File: config.mk
export PLATFORM = sky130hd
export DESIGN_NAME = psc_device_flat
export DESIGN_NICKNAME = d
export VERILOG_FILES = /design/src/common/psc_pkg.sv /design/src/common/psc_if.sv /design/src/core/psc_phase_gen.sv /design/src/core/psc_device.sv /design/src/flat_wrapper.sv
export SDC_FILE = /design/constraint.sdc
export NUM_CORES = 1
export LEC_CHECK = 0
export ABC_AREA = 1
export BUFFER_PORTS_ARGS = -buffer_cell sky130_fd_sc_hd__buf_2
export CORE_UTILIZATION = 54
export DETAILED_ROUTE_END_ITERATION = 6
export PLACE_DENSITY = 0.8
export SLEW_MARGIN = 20
export SYNTH_ARGS = -nofsm -noshare
export SYNTH_HDL_FRONTEND = slang
export SYNTH_SLANG_ARGS = --single-unit
export TNS_END_PERCENT = 10
File: constraint.sdc
create_clock -name clk_sys_i -period 3 [get_ports clk_sys_i]
set_clock_uncertainty 0.15 [all_clocks]
set_input_delay 0.15 -clock clk_sys_i [delete_from_list [all_inputs] [get_ports clk_sys_i]]
set_output_delay 0.15 -clock clk_sys_i [all_outputs]
set_load 0.01 [all_outputs]
File: src/common/psc_pkg.sv
// Package: constants and types shared by the power stage control ends
package psc_pkg;
   // Switching frame length in system clock cycles, 360 degrees
   localparam int unsigned FRAME_CYCLES = 360;
   localparam logic [8:0] FRAME_LAST = 9'h167;
   // Phase offsets in degrees, one picked per output A+, A-, B+, B-
   localparam logic [8:0] PH_0 = 9'h000;
   localparam logic [8:0] PH_30 = 9'h01e;
   localparam logic [8:0] PH_60 = 9'h03c;
   localparam logic [8:0] PH_90 = 9'h05a;
   localparam logic [8:0] PH_120 = 9'h078;
   localparam logic [8:0] PH_180 = 9'h0b4;
   localparam logic [8:0] PH_210 = 9'h0d2;
   localparam logic [8:0] PH_240 = 9'h0f0;
   localparam logic [8:0] PH_270 = 9'h10e;
   localparam logic [8:0] PH_300 = 9'h12c;
   // Default duty in degrees of high time (idle, 50 percent)
   localparam logic [8:0] DUTY_IDLE = 9'h0b4;
   localparam logic [8:0] CNT_RESET = 9'h000;
   localparam int unsigned NUM_OUT = 4;

   typedef enum logic [1:0] {
      PSC_MASTER,
      PSC_SLAVE_ONE,
      PSC_SLAVE_TWO
   } psc_role_type;

   typedef enum logic {
      PSC_BRIDGE,
      PSC_PARALLEL
   } psc_cfg_type;
endpackage : psc_pkg

File: src/common/psc_if.sv
// Interface: pins between the power stage and the system controller
interface psc_if;
   logic trim_to_supply; // Rate trim pin tied to digital supply
   logic reset_n; // Active low device reset
   logic sync_pos_in; // Differential sync clock pins into device
   logic sync_neg_in;
   logic shutdown_n_o; // Shutdown flag open-drain pull data
   logic shutdown_n_oe;
   logic warn_n_o; // Warning open-drain pull data
   logic warn_n_oe;
   logic [3:0] out_hiz; // Per output high impedance
   logic [3:0] out_level; // Half-bridge switching levels
   logic shutdown_n; // Resolved open-drain levels
   logic warn_n;
   assign shutdown_n = shutdown_n_oe ? shutdown_n_o : 1'b1;
   assign warn_n = warn_n_oe ? warn_n_o : 1'b1;

   modport device (
      input trim_to_supply, reset_n, sync_pos_in, sync_neg_in,
      output shutdown_n_o, shutdown_n_oe, warn_n_o, warn_n_oe, out_hiz, out_level
   );
   modport ctrl (
      output trim_to_supply, reset_n, sync_pos_in, sync_neg_in,
      input shutdown_n, warn_n, out_hiz, out_level
   );
endinterface : psc_if

File: src/core/psc_phase_gen.sv
// Phase generator: one half-bridge level per output from frame counter
module psc_phase_gen
   import psc_pkg::*;
(
   input wire logic [8:0] frame_cnt_i, // Frame position in degrees
   input wire logic [8:0] offset_i [NUM_OUT], // Per output phase offset
   input wire logic [NUM_OUT-1:0] hiz_i, // Per output shutdown
   output logic [NUM_OUT-1:0] level_o // Switching levels
);
   genvar g;
   // Each output goes high for DUTY_IDLE degrees starting at its offset
   generate
      for (g = 0; g < NUM_OUT; g++) begin : g_out
         logic [9:0] rel;
         logic [8:0] pos;
         assign rel = {1'b0, frame_cnt_i} + 10'h168 - {1'b0, offset_i[g]};
         assign pos = (rel >= 10'h168) ? 9'(rel - 10'h168) : rel[8:0];
         assign level_o[g] = !hiz_i[g] && (pos < DUTY_IDLE);
      end
   endgenerate
endmodule : psc_phase_gen

File: src/core/psc_device.sv
// Device end: oscillator sync, phase offsets and fault control
// Operation
// - Trim pin at supply selects slave, external clock
// - Straight sync wiring selects slave mode one
// - Crossed sync wiring selects slave mode two
// - Device adds inter-channel delay, audio unchanged
// - Master offsets 0/180/60/240, parallel 0/180/0/180
// - Slave one 60..300, slave two 30..270 offsets
// - Several slaves alternate modes between neighbours
// - Change oscillator setting only during reset
// - Fault: outputs high impedance, shutdown flag low
// - Non latched faults recover; overload, thermal latch
// - Bridge: per channel shutdown; parallel: all four
// - Bootstrap undervoltage: that half-bridge only, silent
// - Both report outputs active low open drain
// - Warning low while above warning temperature
// - Shutdown low on thermal, overload, undervoltage
// - Reset held low forces shutdown flag high
// - Controller lowers volume on warning
// - Latched thermal error held until reset
module psc_device
   import psc_pkg::*;
(
   input wire logic clk_sys_i, // System clock, 250 MHz
   input wire logic reset_i, // Synchronous active high reset
   psc_if.device pins, // Pins toward the controller
   input wire logic parallel_mode_i, // Output configuration, 1 is parallel
   input wire logic sync_wired_cross_i, // Sync pins wired crosswise to master
   input wire logic hot_warn_i, // Junction above warning level
   input wire logic hot_error_i, // Junction above shutdown level
   input wire logic [3:0] overload_i, // Per output overload detected
   input wire logic undervolt_i, // Supply undervoltage
   input wire logic [3:0] local_err_i, // Per output self clearing local error
   input wire logic [3:0] boot_uv_i, // Per output bootstrap undervoltage
   output logic [1:0] role_o, // Current role
   output logic sync_pos_o, // Master drives differential sync
   output logic sync_neg_o // Complement of sync_pos_o on a master, held low on a slave
);
   psc_role_type role_r;
   logic [8:0] frame_cnt_r;
   logic hot_latch_r;
   logic [3:0] ovl_latch_r;
   logic sync_prev_r;
   logic [8:0] offset [NUM_OUT];
   logic [3:0] chan_err;
   logic [3:0] hiz;
   logic [3:0] level;
   logic running;
   logic global_off;
   logic shut_fault;
   logic sync_rise;
   logic sync_edge;
   logic frame_wrap;

   // Role caught while the reset pin is low only
   // A live strap change would otherwise glitch every phase offset
   always_ff @(posedge clk_sys_i) begin
      if (reset_i) begin
         role_r <= PSC_MASTER;
      end else if (!pins.reset_n) begin
         if (!pins.trim_to_supply) begin
            role_r <= PSC_MASTER;
         end else if (sync_wired_cross_i) begin
            role_r <= PSC_SLAVE_TWO;
         end else begin
            role_r <= PSC_SLAVE_ONE;
         end
      end
   end

   // Switching runs only while the reset pin is released
   assign running = pins.reset_n;

   // Slave frame restarts on the rising edge of its differential sync clock
   // Both legs must agree, so one stuck leg gives no false frame start
   assign sync_rise = pins.sync_pos_in && !pins.sync_neg_in;
   assign sync_edge = sync_rise && !sync_prev_r;

   // Previous sync level for edge detection
   always_ff @(posedge clk_sys_i) begin
      if (reset_i) begin
         sync_prev_r <= 1'b0;
      end else begin
         sync_prev_r <= sync_rise;
      end
   end

   // Natural end of a frame; a slave also wraps here if its sync goes quiet
   assign frame_wrap = (frame_cnt_r == FRAME_LAST);

   // Frame counter; held at zero in reset so offsets restart cleanly
   // A slave trades a short first frame for lock to the master's edge
   always_ff @(posedge clk_sys_i) begin
      if (reset_i || !running) begin
         frame_cnt_r <= CNT_RESET;
      end else if (role_r != PSC_MASTER && sync_edge) begin
         frame_cnt_r <= CNT_RESET;
      end else if (frame_wrap) begin
         frame_cnt_r <= CNT_RESET;
      end else begin
         frame_cnt_r <= frame_cnt_r + 9'h001;
      end
   end

   // Master drives its frame start out as a half-frame square wave
   // Slaves keep both legs low so they never fight the master's clock
   assign sync_pos_o = (role_r == PSC_MASTER) && (frame_cnt_r < PH_180);
   assign sync_neg_o = (role_r == PSC_MASTER) && !(frame_cnt_r < PH_180);

   // Offsets only move switch timing; duty stays untouched
   always_comb begin
      unique case (role_r)
         PSC_MASTER: begin
            offset[0] = PH_0;
            offset[1] = PH_180;
            offset[2] = parallel_mode_i ? PH_0 : PH_60;
            offset[3] = parallel_mode_i ? PH_180 : PH_240;
         end
         // Straight wiring: offsets shifted by 60 degrees
         PSC_SLAVE_ONE: begin
            offset[0] = PH_60;
            offset[1] = PH_240;
            offset[2] = parallel_mode_i ? PH_60 : PH_120;
            offset[3] = parallel_mode_i ? PH_240 : PH_300;
         end
         // Crossed wiring: offsets shifted by 30 degrees
         PSC_SLAVE_TWO: begin
            offset[0] = PH_30;
            offset[1] = PH_210;
            offset[2] = parallel_mode_i ? PH_30 : PH_90;
            offset[3] = parallel_mode_i ? PH_210 : PH_270;
         end
         // Unused role code falls back to master bridge offsets
         default: begin
            offset[0] = PH_0;
            offset[1] = PH_180;
            offset[2] = PH_60;
            offset[3] = PH_240;
         end
      endcase
   end

   // Thermal latch; only the reset pin or reset_i clears it
   // A die that is still hot sets it again once reset is released
   always_ff @(posedge clk_sys_i) begin
      if (reset_i || !pins.reset_n) begin
         hot_latch_r <= 1'b0;
      end else if (hot_error_i) begin
         hot_latch_r <= 1'b1;
      end
   end

   // Overload latch per output; a shorted half-bridge stays off until reset
   always_ff @(posedge clk_sys_i) begin
      if (reset_i || !pins.reset_n) begin
         ovl_latch_r <= 4'h0;
      end else begin
         ovl_latch_r <= ovl_latch_r | overload_i;
      end
   end

   // Shutdown grouping per output configuration
   always_comb begin
      logic [3:0] err;
      err = ovl_latch_r | overload_i | local_err_i;
      if (parallel_mode_i) begin
         chan_err = {4{|err}};
      end else begin
         chan_err = {{2{|err[3:2]}}, {2{|err[1:0]}}};
      end
   end

   // Faults that stop the whole stage regardless of configuration
   assign global_off = !running || hot_latch_r || hot_error_i || undervolt_i;

   // Global faults and per-output errors force high impedance at once
   // Bootstrap undervoltage only touches its own half-bridge
   assign hiz = {4{global_off}} | chan_err | boot_uv_i;

   // Shutdown reasons; held reset and bootstrap undervoltage are not reasons
   assign shut_fault = hot_latch_r || hot_error_i || undervolt_i || (|ovl_latch_r) || (|overload_i)
      || (|local_err_i);

   // Levels come straight from the shared counter, so all outputs stay in step
   // Shutdown gating sits inside the generator to keep a forced-off output low
   psc_phase_gen u_phase (
      .frame_cnt_i(frame_cnt_r),
      .offset_i(offset),
      .hiz_i(hiz),
      .level_o(level)
   );

   // Open-drain style: drive low only, pull-up elsewhere
   assign pins.shutdown_n_o = 1'b0;
   assign pins.shutdown_n_oe = pins.reset_n && shut_fault;
   assign pins.warn_n_o = 1'b0;
   // Warning follows temperature even in reset, the controller may still act
   assign pins.warn_n_oe = hot_warn_i;
   // Status toward the pins and the host
   assign pins.out_hiz = hiz;
   assign pins.out_level = level;
   assign role_o = role_r;
endmodule : psc_device

File: src/flat_wrapper.sv
// flat-port wrapper written by rule: the top's interface ports become plain ports
module psc_device_flat import psc_pkg::*;
  (clk_sys_i, reset_i, parallel_mode_i, sync_wired_cross_i, hot_warn_i, hot_error_i, overload_i, undervolt_i, local_err_i, boot_uv_i, role_o, sync_pos_o, sync_neg_o, pins_trim_to_supply, pins_reset_n, pins_sync_pos_in, pins_sync_neg_in, pins_shutdown_n_o, pins_shutdown_n_oe, pins_warn_n_o, pins_warn_n_oe, pins_out_hiz, pins_out_level);
  psc_if pins_i ();
  input wire logic clk_sys_i;
  input wire logic reset_i;
  input wire logic parallel_mode_i;
  input wire logic sync_wired_cross_i;
  input wire logic hot_warn_i;
  input wire logic hot_error_i;
  input wire logic [3:0] overload_i;
  input wire logic undervolt_i;
  input wire logic [3:0] local_err_i;
  input wire logic [3:0] boot_uv_i;
  output logic [1:0] role_o;
  output logic sync_pos_o;
  output logic sync_neg_o;
  input wire logic [$bits(pins_i.trim_to_supply)-1:0] pins_trim_to_supply;
  input wire logic [$bits(pins_i.reset_n)-1:0] pins_reset_n;
  input wire logic [$bits(pins_i.sync_pos_in)-1:0] pins_sync_pos_in;
  input wire logic [$bits(pins_i.sync_neg_in)-1:0] pins_sync_neg_in;
  output wire logic [$bits(pins_i.shutdown_n_o)-1:0] pins_shutdown_n_o;
  output wire logic [$bits(pins_i.shutdown_n_oe)-1:0] pins_shutdown_n_oe;
  output wire logic [$bits(pins_i.warn_n_o)-1:0] pins_warn_n_o;
  output wire logic [$bits(pins_i.warn_n_oe)-1:0] pins_warn_n_oe;
  output wire logic [$bits(pins_i.out_hiz)-1:0] pins_out_hiz;
  output wire logic [$bits(pins_i.out_level)-1:0] pins_out_level;
  assign pins_i.trim_to_supply = pins_trim_to_supply;
  assign pins_i.reset_n = pins_reset_n;
  assign pins_i.sync_pos_in = pins_sync_pos_in;
  assign pins_i.sync_neg_in = pins_sync_neg_in;
  assign pins_shutdown_n_o = pins_i.shutdown_n_o;
  assign pins_shutdown_n_oe = pins_i.shutdown_n_oe;
  assign pins_warn_n_o = pins_i.warn_n_o;
  assign pins_warn_n_oe = pins_i.warn_n_oe;
  assign pins_out_hiz = pins_i.out_hiz;
  assign pins_out_level = pins_i.out_level;
  psc_device u_core (.clk_sys_i(clk_sys_i), .reset_i(reset_i), .pins(pins_i), .parallel_mode_i(parallel_mode_i), .sync_wired_cross_i(sync_wired_cross_i), .hot_warn_i(hot_warn_i), .hot_error_i(hot_error_i), .overload_i(overload_i), .undervolt_i(undervolt_i), .local_err_i(local_err_i), .boot_uv_i(boot_uv_i), .role_o(role_o), .sync_pos_o(sync_pos_o), .sync_neg_o(sync_neg_o));
endmodule
==> impl_metrics.tcl <==
set metrics [dict create \
    final_cell_area_um2 3800 \
    setup-tns-final_ps -946 \
    cts_tree "yes" \
    fillers 434 \
    finalNetCount 677 \
    power_density_nw_per_um2 240 \
    avgSynthCellArea_um2 5.53 \
    drv_slew 0 \
    synth_area_um2 2960 \
    dpl_cell_area_um2 3410 \
    drt-total-wl_um 8270 \
    path_common_cell "nor2_1" \
    crit_type "flip-flop to primary output" \
    status "finished, violations left" \
    wire_per_inst_um 12.1 \
    grt_max_degree 12 \
    grt_pass1_vias 3393 \
    drcViolationCount 0 \
    final_hold_viol_count 0 \
    root_buffer "clkbuf_8" \
    cts_max_level 1 \
    worstPathMaxFanout 6 \
    antenna_found_initial 0 \
    synth_seq_cells 17 \
    dr.pass1.iters 5 \
    die_area_um2 5780 \
    hold_class "input pin to flip-flop" \
    drtAntennaViolNets 0 \
    yosys.area.top_type "nand2_1" \
    clkSinkCount 17 \
    ys_seq_area_share_pct 11.5 \
    crit_path_max_incr_delay_ps 400 \
    finalSetupViolations 4 \
    critPathRequiredTime_ps 2700 \
    violations "negative setup slack" \
    syn_to_final_growth_pct 28.4 \
    cap_violations 0 \
    p_leak_nw 2.06 \
    pre_cts_ws_ps -220 \
    grt_pass1_wl_um 13600 \
    finish.utilization_pct 73.1 \
    worst_ir_drop_vdd_mv 0.436 \
    fin_crit_sh_pct 109 \
    globalRoute.totalOverflow 0 \
    path_cells "inv_4, ha_4, nor2_1, nor2_1, nor3_2, ha_1, nand3b_1, nand2_4, ha_4, o21ai_2, nor2_1, nor2_1, nand3_1, nand2_1, nand2_1, nand2_1, nor2_1, nor2_1, buf_2" \
    num_antenna_cells 0 \
    place_congestion 0.909 \
    endpoint_kind "primary output" \
    layout_setup_ws_ps -277 \
    coreArea_um2 5200 \
    initial_utilization_pct 56.9 \
    syn_inst 536 \
    die-height_um 76.1 \
    synth_area_leaders "nand2_1 23%, ha_1 15%, inv_1 12%" \
    vias_per_cell 5.20 \
    max_clock_freq_ghz 0.305 \
    rsz0062_at_grt "true" \
    crit_arrival_ps 2980 \
    path_clk_slew_ps 60 \
    layout_min_cycle_time_ps 3280 \
    hpwl_um 6210 \
    die_w_um 76.1 \
    port_buffers 34 \
    pin_count 39 \
    num_rows 26 \
    cp-start-kind "flip-flop" \
    cts_buffer_depth 2 \
    clk-insertion-delay-late_ps 260 \
    synth_top_area_share_pct 23.2 \
    drt-initial-drc-count 136 \
    vias 3549 \
    ys_types 38 \
    crit_slowest_cell "ha_1" \
    grt_usage_pct 27.7 \
    drive_gt1_share_pct 24.3 \
    fin_total_pwr_mw 0.911 \
    yosysWarnings 0 \
    cts_buffers 3 \
]
[cell type report]
class                      instances  area (um^2)  share of cell area, %
sequential                        17          349                   9.18
inverter                         105          404                   10.6
tap                               70         87.6                   2.30
clock inverter                     1         7.51                  0.197
clock buffer                       3         41.3                   1.09
multi-input combinational        408         2400                   63.0
timing repair buffer              79          518                   13.6
[worst max-delay path: cells and delay by family (launching register included)]
family | cells | cell delay [ps]
buf+inv | 2 | 220
flops | 1 | 390
compound gates | 1 | 60
fa+ha+maj | 3 | 750
simple gates | 13 | 1310
[Yosys cell counts]
master	instances
a21oi_1	17
a311oi_1	1
a31oi_1	2
buf_2	2
buf_4	4
clkbuf_1	1
clkinv_1	1
conb_1	1
dfxtp_1	17
fa_1	4
ha_1	36
inv_1	93
inv_2	11
nand2_1	183
nand2_2	3
nand3_1	42
nand3_2	2
nand3b_1	7
nand4_1	10
nor2_1	56
nor2_2	3
nor2_4	1
nor3_1	4
nor3b_1	2
nor4_1	1
o211ai_1	2
o21ai_0	11
o21ai_1	5
o21bai_1	1
o22ai_1	1
o31a_1	1
o31ai_1	1
or2_0	1
or2_1	3
or2_4	1
xnor2_1	1
xor2_1	3
xor2_2	1
[metrics by stage]
stage	hold WS (ps)	instances
3_3_place_gp	150	664
2_1_floorplan	72.4	537
5_1_grt	10.1	683
4_1_cts	3.29	679
3_5_place_dp	150	664
6_report	8.99	683
[per-layer routing]
metal  up-vias  wire (um)  track usage, %
met2       117       4220            54.9
met5         -          0               0
met1      1592       3480            30.6
met4         0        258            10.2
li1       1812          -               -
met3        28        314            1.68
[final timing paths]
check	start	to	slack, ps	cells after the start
setup / recovery	u_core.role_o[1]	pins_out_level[3]	-280	19
hold / removal	sync_wired_cross_i	u_core.role_o[1]	9	3
setup reg to reg	u_core.role_o[1]	u_core.frame_cnt_r[8]	1100	9
hold reg to reg	u_core.frame_cnt_r[0]	u_core.frame_cnt_r[0]	320	1
[sequential cells by signal, summed over array words and instances, names as in the netlist]
name and flops:
u_core.hot_latch_r 1, u_core.sync_prev_r 1, u_core.frame_cnt_r 9, u_core.role_o 2, u_core.ovl_latch_r 4
[logic make-up after synthesis]
family,after synthesis,synth area share [%]
DFF,17,11.5
and+or+nand+nor,319,46.1
xor gates and xnor gates,5,1.73
other,1,0.127
buffers and inverters,112,14.8
AOI/OAI and AO/OA,42,7.82
adders and majority gates,40,17.9
[repair_timing]
action,CTS,global route
endpoints found under the hold margin,4,0
setup buffers,7,4
pin swaps,14,15
gates resized for setup,39,24
hold buffers,4,0
setup endpoints to repair,4,4
[report_power, final]
group / total [mW] / switching (mW) / internal (mW)
combinational: 0.498 / 0.284 / 0.214
sequential: 0.237 / 0.00628 / 0.231
clock: 0.176 / 0.0823 / 0.0936
[cell usage in the layout (no fill, tap or decap), drive strengths merged]
cell / count
clkinvlp: 1
nand3: 44
o21ai: 16
o31ai: 1
o31a: 1
clkinv: 1
xnor2: 1
nand3b: 7
nor2: 60
a31oi: 2
nand2: 186
nor4: 1
conb: 2
or2: 5
nand4: 10
dfxtp: 17
dlygate4sd3: 4
ha: 36
nor3: 4
inv: 104
clkbuf: 3
xor2: 4
nor3b: 2
fa: 4
a21oi: 17
o22ai: 1
buf: 75
a311oi: 1
o21bai: 1
o211ai: 2
Power figures use the tool's default switching activity.
